--- config.mk ---
export PLATFORM = sky130hd
export DESIGN_NAME = edl_divisor_nv
export DESIGN_NICKNAME = d
export VERILOG_FILES = /design/src/edl_pkg.sv /design/src/edl_divisor_nv.sv
export SDC_FILE = /design/constraint.sdc
export NUM_CORES = 1
export LEC_CHECK = 0
export ABC_CLOCK_PERIOD_IN_PS = 2100
export BUFFER_PORTS_ARGS = -buffer_cell sky130_fd_sc_hd__buf_2
export CAP_MARGIN = 20
export CORE_UTILIZATION = 51
export DETAILED_ROUTE_END_ITERATION = 10
export PLACE_DENSITY = 0.84
export SLEW_MARGIN = 10
export SYNTH_ARGS = -nofsm -noshare
export SYNTH_HDL_FRONTEND = slang
export SYNTH_SLANG_ARGS = --single-unit
--- constraint.sdc ---
create_clock -name sys_clk -period 2.1 [get_ports sys_clk]
set_clock_uncertainty 0.05 [all_clocks]
set_input_delay 0 -clock sys_clk [delete_from_list [all_inputs] [get_ports sys_clk]]
set_output_delay 0 -clock sys_clk [all_outputs]
set_load 0.02 [all_outputs]
--- src/edl_pkg.sv ---
// Package: register map, field layout and timing constants of the divisor reload/lock block
package edl_pkg;

   // -----------------------------------------------------------------
   // Register map (byte addresses, one word each)
   // -----------------------------------------------------------------
   localparam logic [3:0] OFS_DIV_HIGH_LIVE = 4'h0;
   localparam logic [3:0] OFS_DIV_LOW_LIVE  = 4'h4;
   localparam logic [3:0] OFS_DIV_HIGH_NV   = 4'h8;
   localparam logic [3:0] OFS_DIV_LOW_NV    = 4'hC;
   localparam logic [3:0] OFS_CTRL          = 4'h0; // Word index space shared below
   localparam logic [4:0] OFS_CONTROL       = 5'h10;
   localparam logic [4:0] OFS_STATUS        = 5'h14;

   // -----------------------------------------------------------------
   // Field layout
   // -----------------------------------------------------------------
   localparam int DIV_WIDTH       = 11;
   localparam int HIGH_DIV_BITS   = 3;
   localparam int BIT_LOCK_DIS    = 7;
   localparam int BIT_LATCH       = 0;
   localparam int BIT_NV_ERASE    = 1;
   localparam int BIT_ST_BUSY     = 0;
   localparam int BIT_ST_ARMED    = 1;

   // -----------------------------------------------------------------
   // Reset and erased values
   // -----------------------------------------------------------------
   localparam logic [7:0]  ERASED_BYTE     = 8'hFF;
   localparam logic [31:0] UNMAPPED_RDATA  = 32'h0000_0000;

   // -----------------------------------------------------------------
   // Timing
   // -----------------------------------------------------------------
   localparam int SYS_CLK_HZ        = 50_000_000;
   localparam int TIMEBASE_NS       = 35_000;
   localparam int TIMEBASE_CYC_NOM  = (TIMEBASE_NS * (SYS_CLK_HZ / 1_000_000)) / 1000;
   localparam int NV_OP_MS          = 10;
   localparam int NV_OP_TICKS       = (NV_OP_MS * 1000) / 35;

   typedef enum logic [1:0] {EDL_LOAD_HIGH, EDL_LOAD_LOW, EDL_RUN} edl_state_t;

endpackage : edl_pkg

--- src/edl_divisor_nv.sv ---
// Divisor non-volatile copy, reset reload, permanent lock and timebase divider

// Notes on behaviour
// - Two non-volatile bytes hold divisor and lock-disable; reset never alters them.
// - Each system reset copies the non-volatile bytes into the live divisor registers.
// - Non-volatile bytes program or erase like EEPROM only while live lock-disable is 1.
// - New non-volatile values reach live registers only at the next system reset.
// - A stored lock-disable 0 reloads as 0 every reset; lock is permanent.
// - With lock armed, every program or erase of either non-volatile byte is refused.
// - With lock armed, software writes to both live divisor registers are ignored.
// - Non-volatile bits read their programmed value, or 1 when erased.
// - Lock-disable 1 leaves the lock inactive; 0 arms it.
// - Divisor bits always readable; writable only with latch clear and lock-disable 1.
// - The live divisor is 11 bits across a high and a low register.
// - The live divisor divides the reference clock to a roughly 35 us timebase.
module edl_divisor_nv
   import edl_pkg::*;
(
   input  wire logic        sys_clk,
   input  wire logic        rstn,
   input  wire logic        clk_en,
   input  wire logic        ref_clk_tick,
   input  wire logic [4:0]  avs_address,
   input  wire logic        avs_read,
   input  wire logic        avs_write,
   input  wire logic [31:0] avs_writedata,
   input  wire logic [3:0]  avs_byteenable,
   output logic [31:0]      avs_readdata,
   output logic             avs_waitrequest,
   output logic             timebase_tick,
   output logic             lock_armed
);

   // -----------------------------------------------------------------
   // Reset release
   // -----------------------------------------------------------------
   logic rst_s1_r;
   logic rst_s2_r;
   always_ff @(posedge sys_clk or negedge rstn) begin
      if (!rstn) begin
         rst_s1_r <= 1'b0;
         rst_s2_r <= 1'b0;
      end else begin
         rst_s1_r <= 1'b1;
         rst_s2_r <= rst_s1_r;
      end
   end
   wire rst_n = rst_s2_r;

   // -----------------------------------------------------------------
   // Storage
   // -----------------------------------------------------------------
   // Non-volatile array has no reset branch so it survives every reset
   logic [7:0]  nv_mem [0:1];
   logic [7:0]  div_high_live_r;
   logic [7:0]  div_low_live_r;
   logic        latch_r;
   logic        busy_r;
   logic        op_erase_r;
   logic        op_sel_r;
   logic [7:0]  op_data_r;
   logic [15:0] op_cnt_r;
   logic [10:0] tb_cnt_r;
   logic        rd_valid_r;
   logic [31:0] rdata_r;
   edl_state_t  state_r;

   initial begin
      nv_mem[0] = ERASED_BYTE;
      nv_mem[1] = ERASED_BYTE;
   end

   // -----------------------------------------------------------------
   // Decode
   // -----------------------------------------------------------------
   wire        lock_dis   = div_high_live_r[BIT_LOCK_DIS];
   wire        running    = (state_r == EDL_RUN);
   wire        wr_hit     = avs_write && running && clk_en;
   wire        sel_hl     = (avs_address == {1'b0, OFS_DIV_HIGH_LIVE});
   wire        sel_ll     = (avs_address == {1'b0, OFS_DIV_LOW_LIVE});
   wire        sel_hn     = (avs_address == {1'b0, OFS_DIV_HIGH_NV});
   wire        sel_ln     = (avs_address == {1'b0, OFS_DIV_LOW_NV});
   wire        sel_ctl    = (avs_address == OFS_CONTROL);
   wire        sel_st     = (avs_address == OFS_STATUS);
   wire        b0         = avs_byteenable[0];
   // Silent refusal: the bus still completes, nothing is stored
   wire        live_wr_ok = lock_dis && !latch_r;
   wire        nv_wr_ok   = lock_dis && latch_r && !busy_r;
   wire        nv_start   = wr_hit && b0 && (sel_hn || sel_ln) && nv_wr_ok;
   wire [10:0] divisor    = {div_high_live_r[HIGH_DIV_BITS-1:0], div_low_live_r};

   assign lock_armed      = !lock_dis;
   // A low clock enable stalls the bus, else a write is acknowledged and lost,
   // and a frozen read-valid would answer the next read with stale data
   wire        bus_stall  = !running || !clk_en;
   // Reads wait one cycle for registered data; writes finish at once
   assign avs_waitrequest = (avs_read && !rd_valid_r) || ((avs_read || avs_write) && bus_stall);
   assign avs_readdata    = rdata_r;

   // -----------------------------------------------------------------
   // Reset reload sequence
   // -----------------------------------------------------------------
   // Only a reset reloads the live copy; later NV programming waits for it
   always_ff @(posedge sys_clk or negedge rst_n) begin
      if (!rst_n) begin
         state_r <= EDL_LOAD_HIGH;
      end else if (clk_en) begin
         unique case (state_r)
            EDL_LOAD_HIGH: state_r <= EDL_LOAD_LOW;
            EDL_LOAD_LOW:  state_r <= EDL_RUN;
            EDL_RUN:       state_r <= EDL_RUN;
         endcase
      end
   end

   // -----------------------------------------------------------------
   // Live registers and control
   // -----------------------------------------------------------------
   always_ff @(posedge sys_clk or negedge rst_n) begin
      if (!rst_n) begin
         div_high_live_r <= 8'h00;
         div_low_live_r  <= 8'h00;
         latch_r         <= 1'b0;
      end else if (clk_en) begin
         if (state_r == EDL_LOAD_HIGH) begin
            div_high_live_r <= nv_mem[1];
         end else if (state_r == EDL_LOAD_LOW) begin
            div_low_live_r <= nv_mem[0];
         end else if (wr_hit && b0 && live_wr_ok) begin
            if (sel_hl) begin
               div_high_live_r <= avs_writedata[7:0];
            end
            if (sel_ll) begin
               div_low_live_r <= avs_writedata[7:0];
            end
         end
         if (wr_hit && b0 && sel_ctl && !busy_r) begin
            latch_r <= avs_writedata[BIT_LATCH];
         end
      end
   end

   // -----------------------------------------------------------------
   // Non-volatile program / erase engine
   // -----------------------------------------------------------------
   // Program clears bits only (AND), erase returns the byte to all ones
   always_ff @(posedge sys_clk or negedge rst_n) begin
      if (!rst_n) begin
         busy_r     <= 1'b0;
         op_erase_r <= 1'b0;
         op_sel_r   <= 1'b0;
         op_data_r  <= 8'h00;
         op_cnt_r   <= 16'h0000;
      end else if (clk_en) begin
         if (nv_start) begin
            busy_r     <= 1'b1;
            op_erase_r <= avs_writedata[8 + BIT_NV_ERASE];
            op_sel_r   <= sel_hn;
            op_data_r  <= avs_writedata[7:0];
            op_cnt_r   <= 16'(NV_OP_TICKS);
         end else if (busy_r && timebase_tick) begin
            if (op_cnt_r == 16'h0001) begin
               busy_r <= 1'b0;
            end
            op_cnt_r <= op_cnt_r - 16'h0001;
         end
      end
   end

   wire nv_commit = clk_en && busy_r && timebase_tick && (op_cnt_r == 16'h0001);
   always_ff @(posedge sys_clk) begin
      if (nv_commit) begin
         nv_mem[op_sel_r] <= op_erase_r ? ERASED_BYTE : (nv_mem[op_sel_r] & op_data_r);
      end
   end

   // -----------------------------------------------------------------
   // Timebase divider
   // -----------------------------------------------------------------
   // Divisor of zero or one gives a tick every reference edge
   always_ff @(posedge sys_clk or negedge rst_n) begin
      if (!rst_n) begin
         tb_cnt_r      <= 11'h000;
         timebase_tick <= 1'b0;
      end else if (clk_en) begin
         timebase_tick <= 1'b0;
         if (running && ref_clk_tick) begin
            if (tb_cnt_r + 11'h001 >= divisor) begin
               tb_cnt_r      <= 11'h000;
               timebase_tick <= 1'b1;
            end else begin
               tb_cnt_r <= tb_cnt_r + 11'h001;
            end
         end
      end
   end

   // -----------------------------------------------------------------
   // Read path
   // -----------------------------------------------------------------
   wire [31:0] rd_mux =
      sel_hl  ? {24'h0, div_high_live_r} :
      sel_ll  ? {24'h0, div_low_live_r} :
      sel_hn  ? {24'h0, nv_mem[1]} :
      sel_ln  ? {24'h0, nv_mem[0]} :
      sel_ctl ? {31'h0, latch_r} :
      sel_st  ? {30'h0, !lock_dis, busy_r} : UNMAPPED_RDATA;

   always_ff @(posedge sys_clk or negedge rst_n) begin
      if (!rst_n) begin
         rd_valid_r <= 1'b0;
         rdata_r    <= 32'h0000_0000;
      end else if (clk_en) begin
         rd_valid_r <= avs_read && running && !rd_valid_r;
         if (avs_read && running && !rd_valid_r) begin
            rdata_r <= rd_mux;
         end
      end
   end

endmodule : edl_divisor_nv

==> results.md <==
* Clock transition time at the flip-flop clock pins of the worst setup and hold paths at about 0.080 ns
* Die Footprint at about 0.0095 mm²
* Top cells by area in the synthesized netlist: dfrtp_1 37%, edfxtp_1 10%, mux2i_1 5.8%
* Nets at 604
* Portion of synthesized cell area occupied by the leading cell type at 37.2%
* HPWL reported at the end of detailed placement at between 7 and 8 mm
* Placed cell areas at 0.00524 mm²
* Classification of the worst setup path: reg -> reg
* Final-report setup violation count at 12
* Total number of vias at 3708
* Library cell with the largest summed area after synthesis: dfrtp_1
* Clock tree root driver cell: clkbuf_8
* Area growth from synthesis to layout at 24.9%
* Final routed DRC violation total at 0
* Critical path's slowest cell: dfrtp_2
* Post-layout min period at approximately 2.6 ns
* Most frequent cell after synthesis: dfrtp_1
* Class of the tightest hold or removal check: in -> reg
* PnR worst setup slack at -0.536 ns
* Num rows at 34
* Biggest cell delay along the critical path at 0.41 ns
* Pin slew with the least headroom to its limit at 0.493 ns
* CTS tree: built
* Number of inserted diodes at 0
* Routed length per placed instance at 17.4 µm
* Share of synthesized area occupied by flip-flops and latches at 47.5%
* Total power of the final layout at 4.85 mW
* Routed vias/inst at around 5.7
* Number of cells in the design after placement at 612
* DR pass1 iterations at 4
* Wire length of the first global-routing pass at 18.5 mm
* Most numerous cell types in the synthesized netlist: 69 x dfrtp_1, 61 x nand2_1, 27 x mux2i_1, 26 x o21ai_0, 24 x buf_4
* Worst EP required at between 2 and 2.5 ns
* Number of buffers on the longest clock path at 2
* Nature of the critical path endpoint: flop
* RSZ-0062 raised after global routing: yes
* Routability Congestion at approximately 0.81
* Antenna violations before repair at 0
* Leakage power figure at slightly below 3 nW
* Number of different library cells in the post-synthesis netlist at 46
* Die Y at 97.4 µm
* Non-Filler Instances at 653
* Number of global-route vias before repair at 3766
* Total CTS buffers at 9
* Post-synth top flop: dfrtp_1
* Average footprint of a synthesized cell at roughly 10 µm²
* Endpoint arrival time on the critical path at between 2 and 3 ns
* Proportion of synthesized flip-flops having asynchronous set or reset at 81.2%
* Count of final max-slew check failures at 0
* Routed wire length at about 11 mm
* Outcome: complete, but fails checks
* First-iteration detailed-routing DRC count at 271
* Max-slew headroom at between 60% and 70%
* Total non-filler cell area in the finished layout at 0.00580 mm²
* Pwr/cell area at 835 mW/mm²
* Total number of clock tree sinks at 85
* Finished Core Util at between 60% and 70%
* Total of flip-flops plus latches after synthesis at between 80 and 90
* Effective utilization at floorplan at 53.0%
* Total core area at slightly below 0.009 mm²
* Clock latency of the later-clocked register in the worst-skew pair at 0.37 ns
* # IOs at a little over 80
* Fmax at 379 MHz
* Startpoint Class: flop
* Number of flops mapped to enable cells by yosys at 16
* Number of max-cap violations at 0
* Worst supply voltage drop on vdd at 0.415 mV
* Period utilisation layout at 126%
* Sequence of cells on the critical path: ha_4 -> nand3_4 -> or2_4 -> nor2_4 -> xor2_1 -> ha_1 -> a21oi_1 -> nand2_1 -> a221oi_4 -> buf_12 -> o21ai_4 -> o22ai_1
* Horizontal die dimension at 97.4 µm
* Residual overflow from global routing at 0
* Critical-path maximum fanout at 4
* Violations in the final reports: negative setup slack
* Number of nets with antenna violations after routing at 0
* Final Hold Fails at 0
* Netlist area before placement at 0.00464 mm²
* CTS HTree Levels at 3
* Count of buffers inserted at the top-level ports at 31
* Share of cells above drive strength 1 at about a third
* Largest net degree at the start of global routing at 68
* Number of warnings issued by yosys at 0
* Global-route usage over all layers at about a quarter
* Synthesized netlist cell count at between 400 and 500
[routing by layer]
layer  routed length (µm)  up-vias  track usage, %
met2                 5750      126            41.2
met3                  470       40            5.54
li1                     -     1710               -
met5                    0        -               0
met4                  400        0            10.4
met1                 4750     1832            31.5
[report_power, final]
| group | internal, mW | total, mW | switching (mW) |
|---|---|---|---|
| combinational | 0.746 | 1.63 | 0.879 |
| sequential | 1.92 | 2.09 | 0.171 |
| clock | 0.545 | 1.13 | 0.586 |
[per-stage QoR]
step	TNS [ns]	hold slack [ns]	setup WS (ns)
floorplan	-3.12	-0.346	-0.291
global placement	-4.57	-0.265	-0.417
detailed placement	-6.90	-0.262	-0.560
CTS	-5.72	0.0338	-0.490
global route	-7.83	0.0577	-0.651
finish	-5.74	0.0326	-0.536
[critical path, delay by kind of cell, from the launching register on]
kind            cells  cell delay (ns)
fa+ha+maj           2             0.44
xor+xnor            1             0.19
flops               1             0.41
compound gates      4             0.71
simple gates        4             0.58
buf+inv             1             0.17
[logic make-up after synthesis]
group	share of synthesized area (%)
xor+xnor	3.58
compound gates	8.94
simple gates	14.7
fa+ha+maj	4.58
mux	13.3
flops	47.5
buf+inv	7.19
other cells	0.162
[final timing paths]
path | slack [ns] | from | cells past startpoint | end
max in group asynchronous | 1.44 | rstn | 3 | rst_n
min in group asynchronous | 0.25 | rst_n | 1 | op_erase_r
max | -0.54 | tb_cnt_r[0] | 12 | tb_cnt_r[5]
min | 0.03 | avs_address[3] | 3 | op_sel_r
min reg2reg | 0.25 | rst_n | 1 | op_erase_r
max reg2reg | -0.54 | tb_cnt_r[0] | 12 | tb_cnt_r[5]
[state kept, by name, summed over array words and instances (netlist names), 2 cells and up]
signal,count
div_low_live_r,8
avs_readdata,8
state_r,2
nv_mem,16
div_high_live_r,8
op_cnt_r,16
tb_cnt_r,11
op_data_r,8
[cell usage in the layout, fill, tap and decap left out, types with 6 or more instances in the layout]
master / netlist / layout
a21oi_1: 8 / 7
mux2i_1: 27 / 27
edfxtp_1: 16 / 16
dlygate4sd3_1: 0 / 15
nand3_1: 11 / 9
conb_1: 2 / 25
mux4_2: 7 / 7
nor3_1: 14 / 9
dfrtp_1: 69 / 66
buf_2: 0 / 31
a22o_1: 6 / 6
buf_4: 24 / 54
ha_1: 17 / 15
nand4_1: 6 / 6
inv_1: 21 / 21
clkbuf_8: 0 / 9
o21ai_0: 26 / 15
xnor2_1: 14 / 13
nor2_1: 20 / 15
nand2_1: 61 / 60
a21o_1: 12 / 12
mux2_2: 17 / 17
[timing repair]
item                                    in CTS  in global routing
hold buffers                                15                  0
endpoints found under the hold margin       29                  0
resized for setup                           13                 26
endpoints found under the setup margin      37                 49
buffers inserted                             4                  6
pin swaps                                   17                 10
[final cells by class]
class / count / area (µm²)
repair buffers: 105 / 785
inverters: 21 / 78.8
multi-input cells: 318 / 2410
well taps: 108 / 135
clock buffers: 11 / 131
clock inverters: 5 / 52.6
fillers: 620 / 2960
flip-flops and latches: 85 / 2210
No activity file was read; power rests on OpenSTA's default activity.
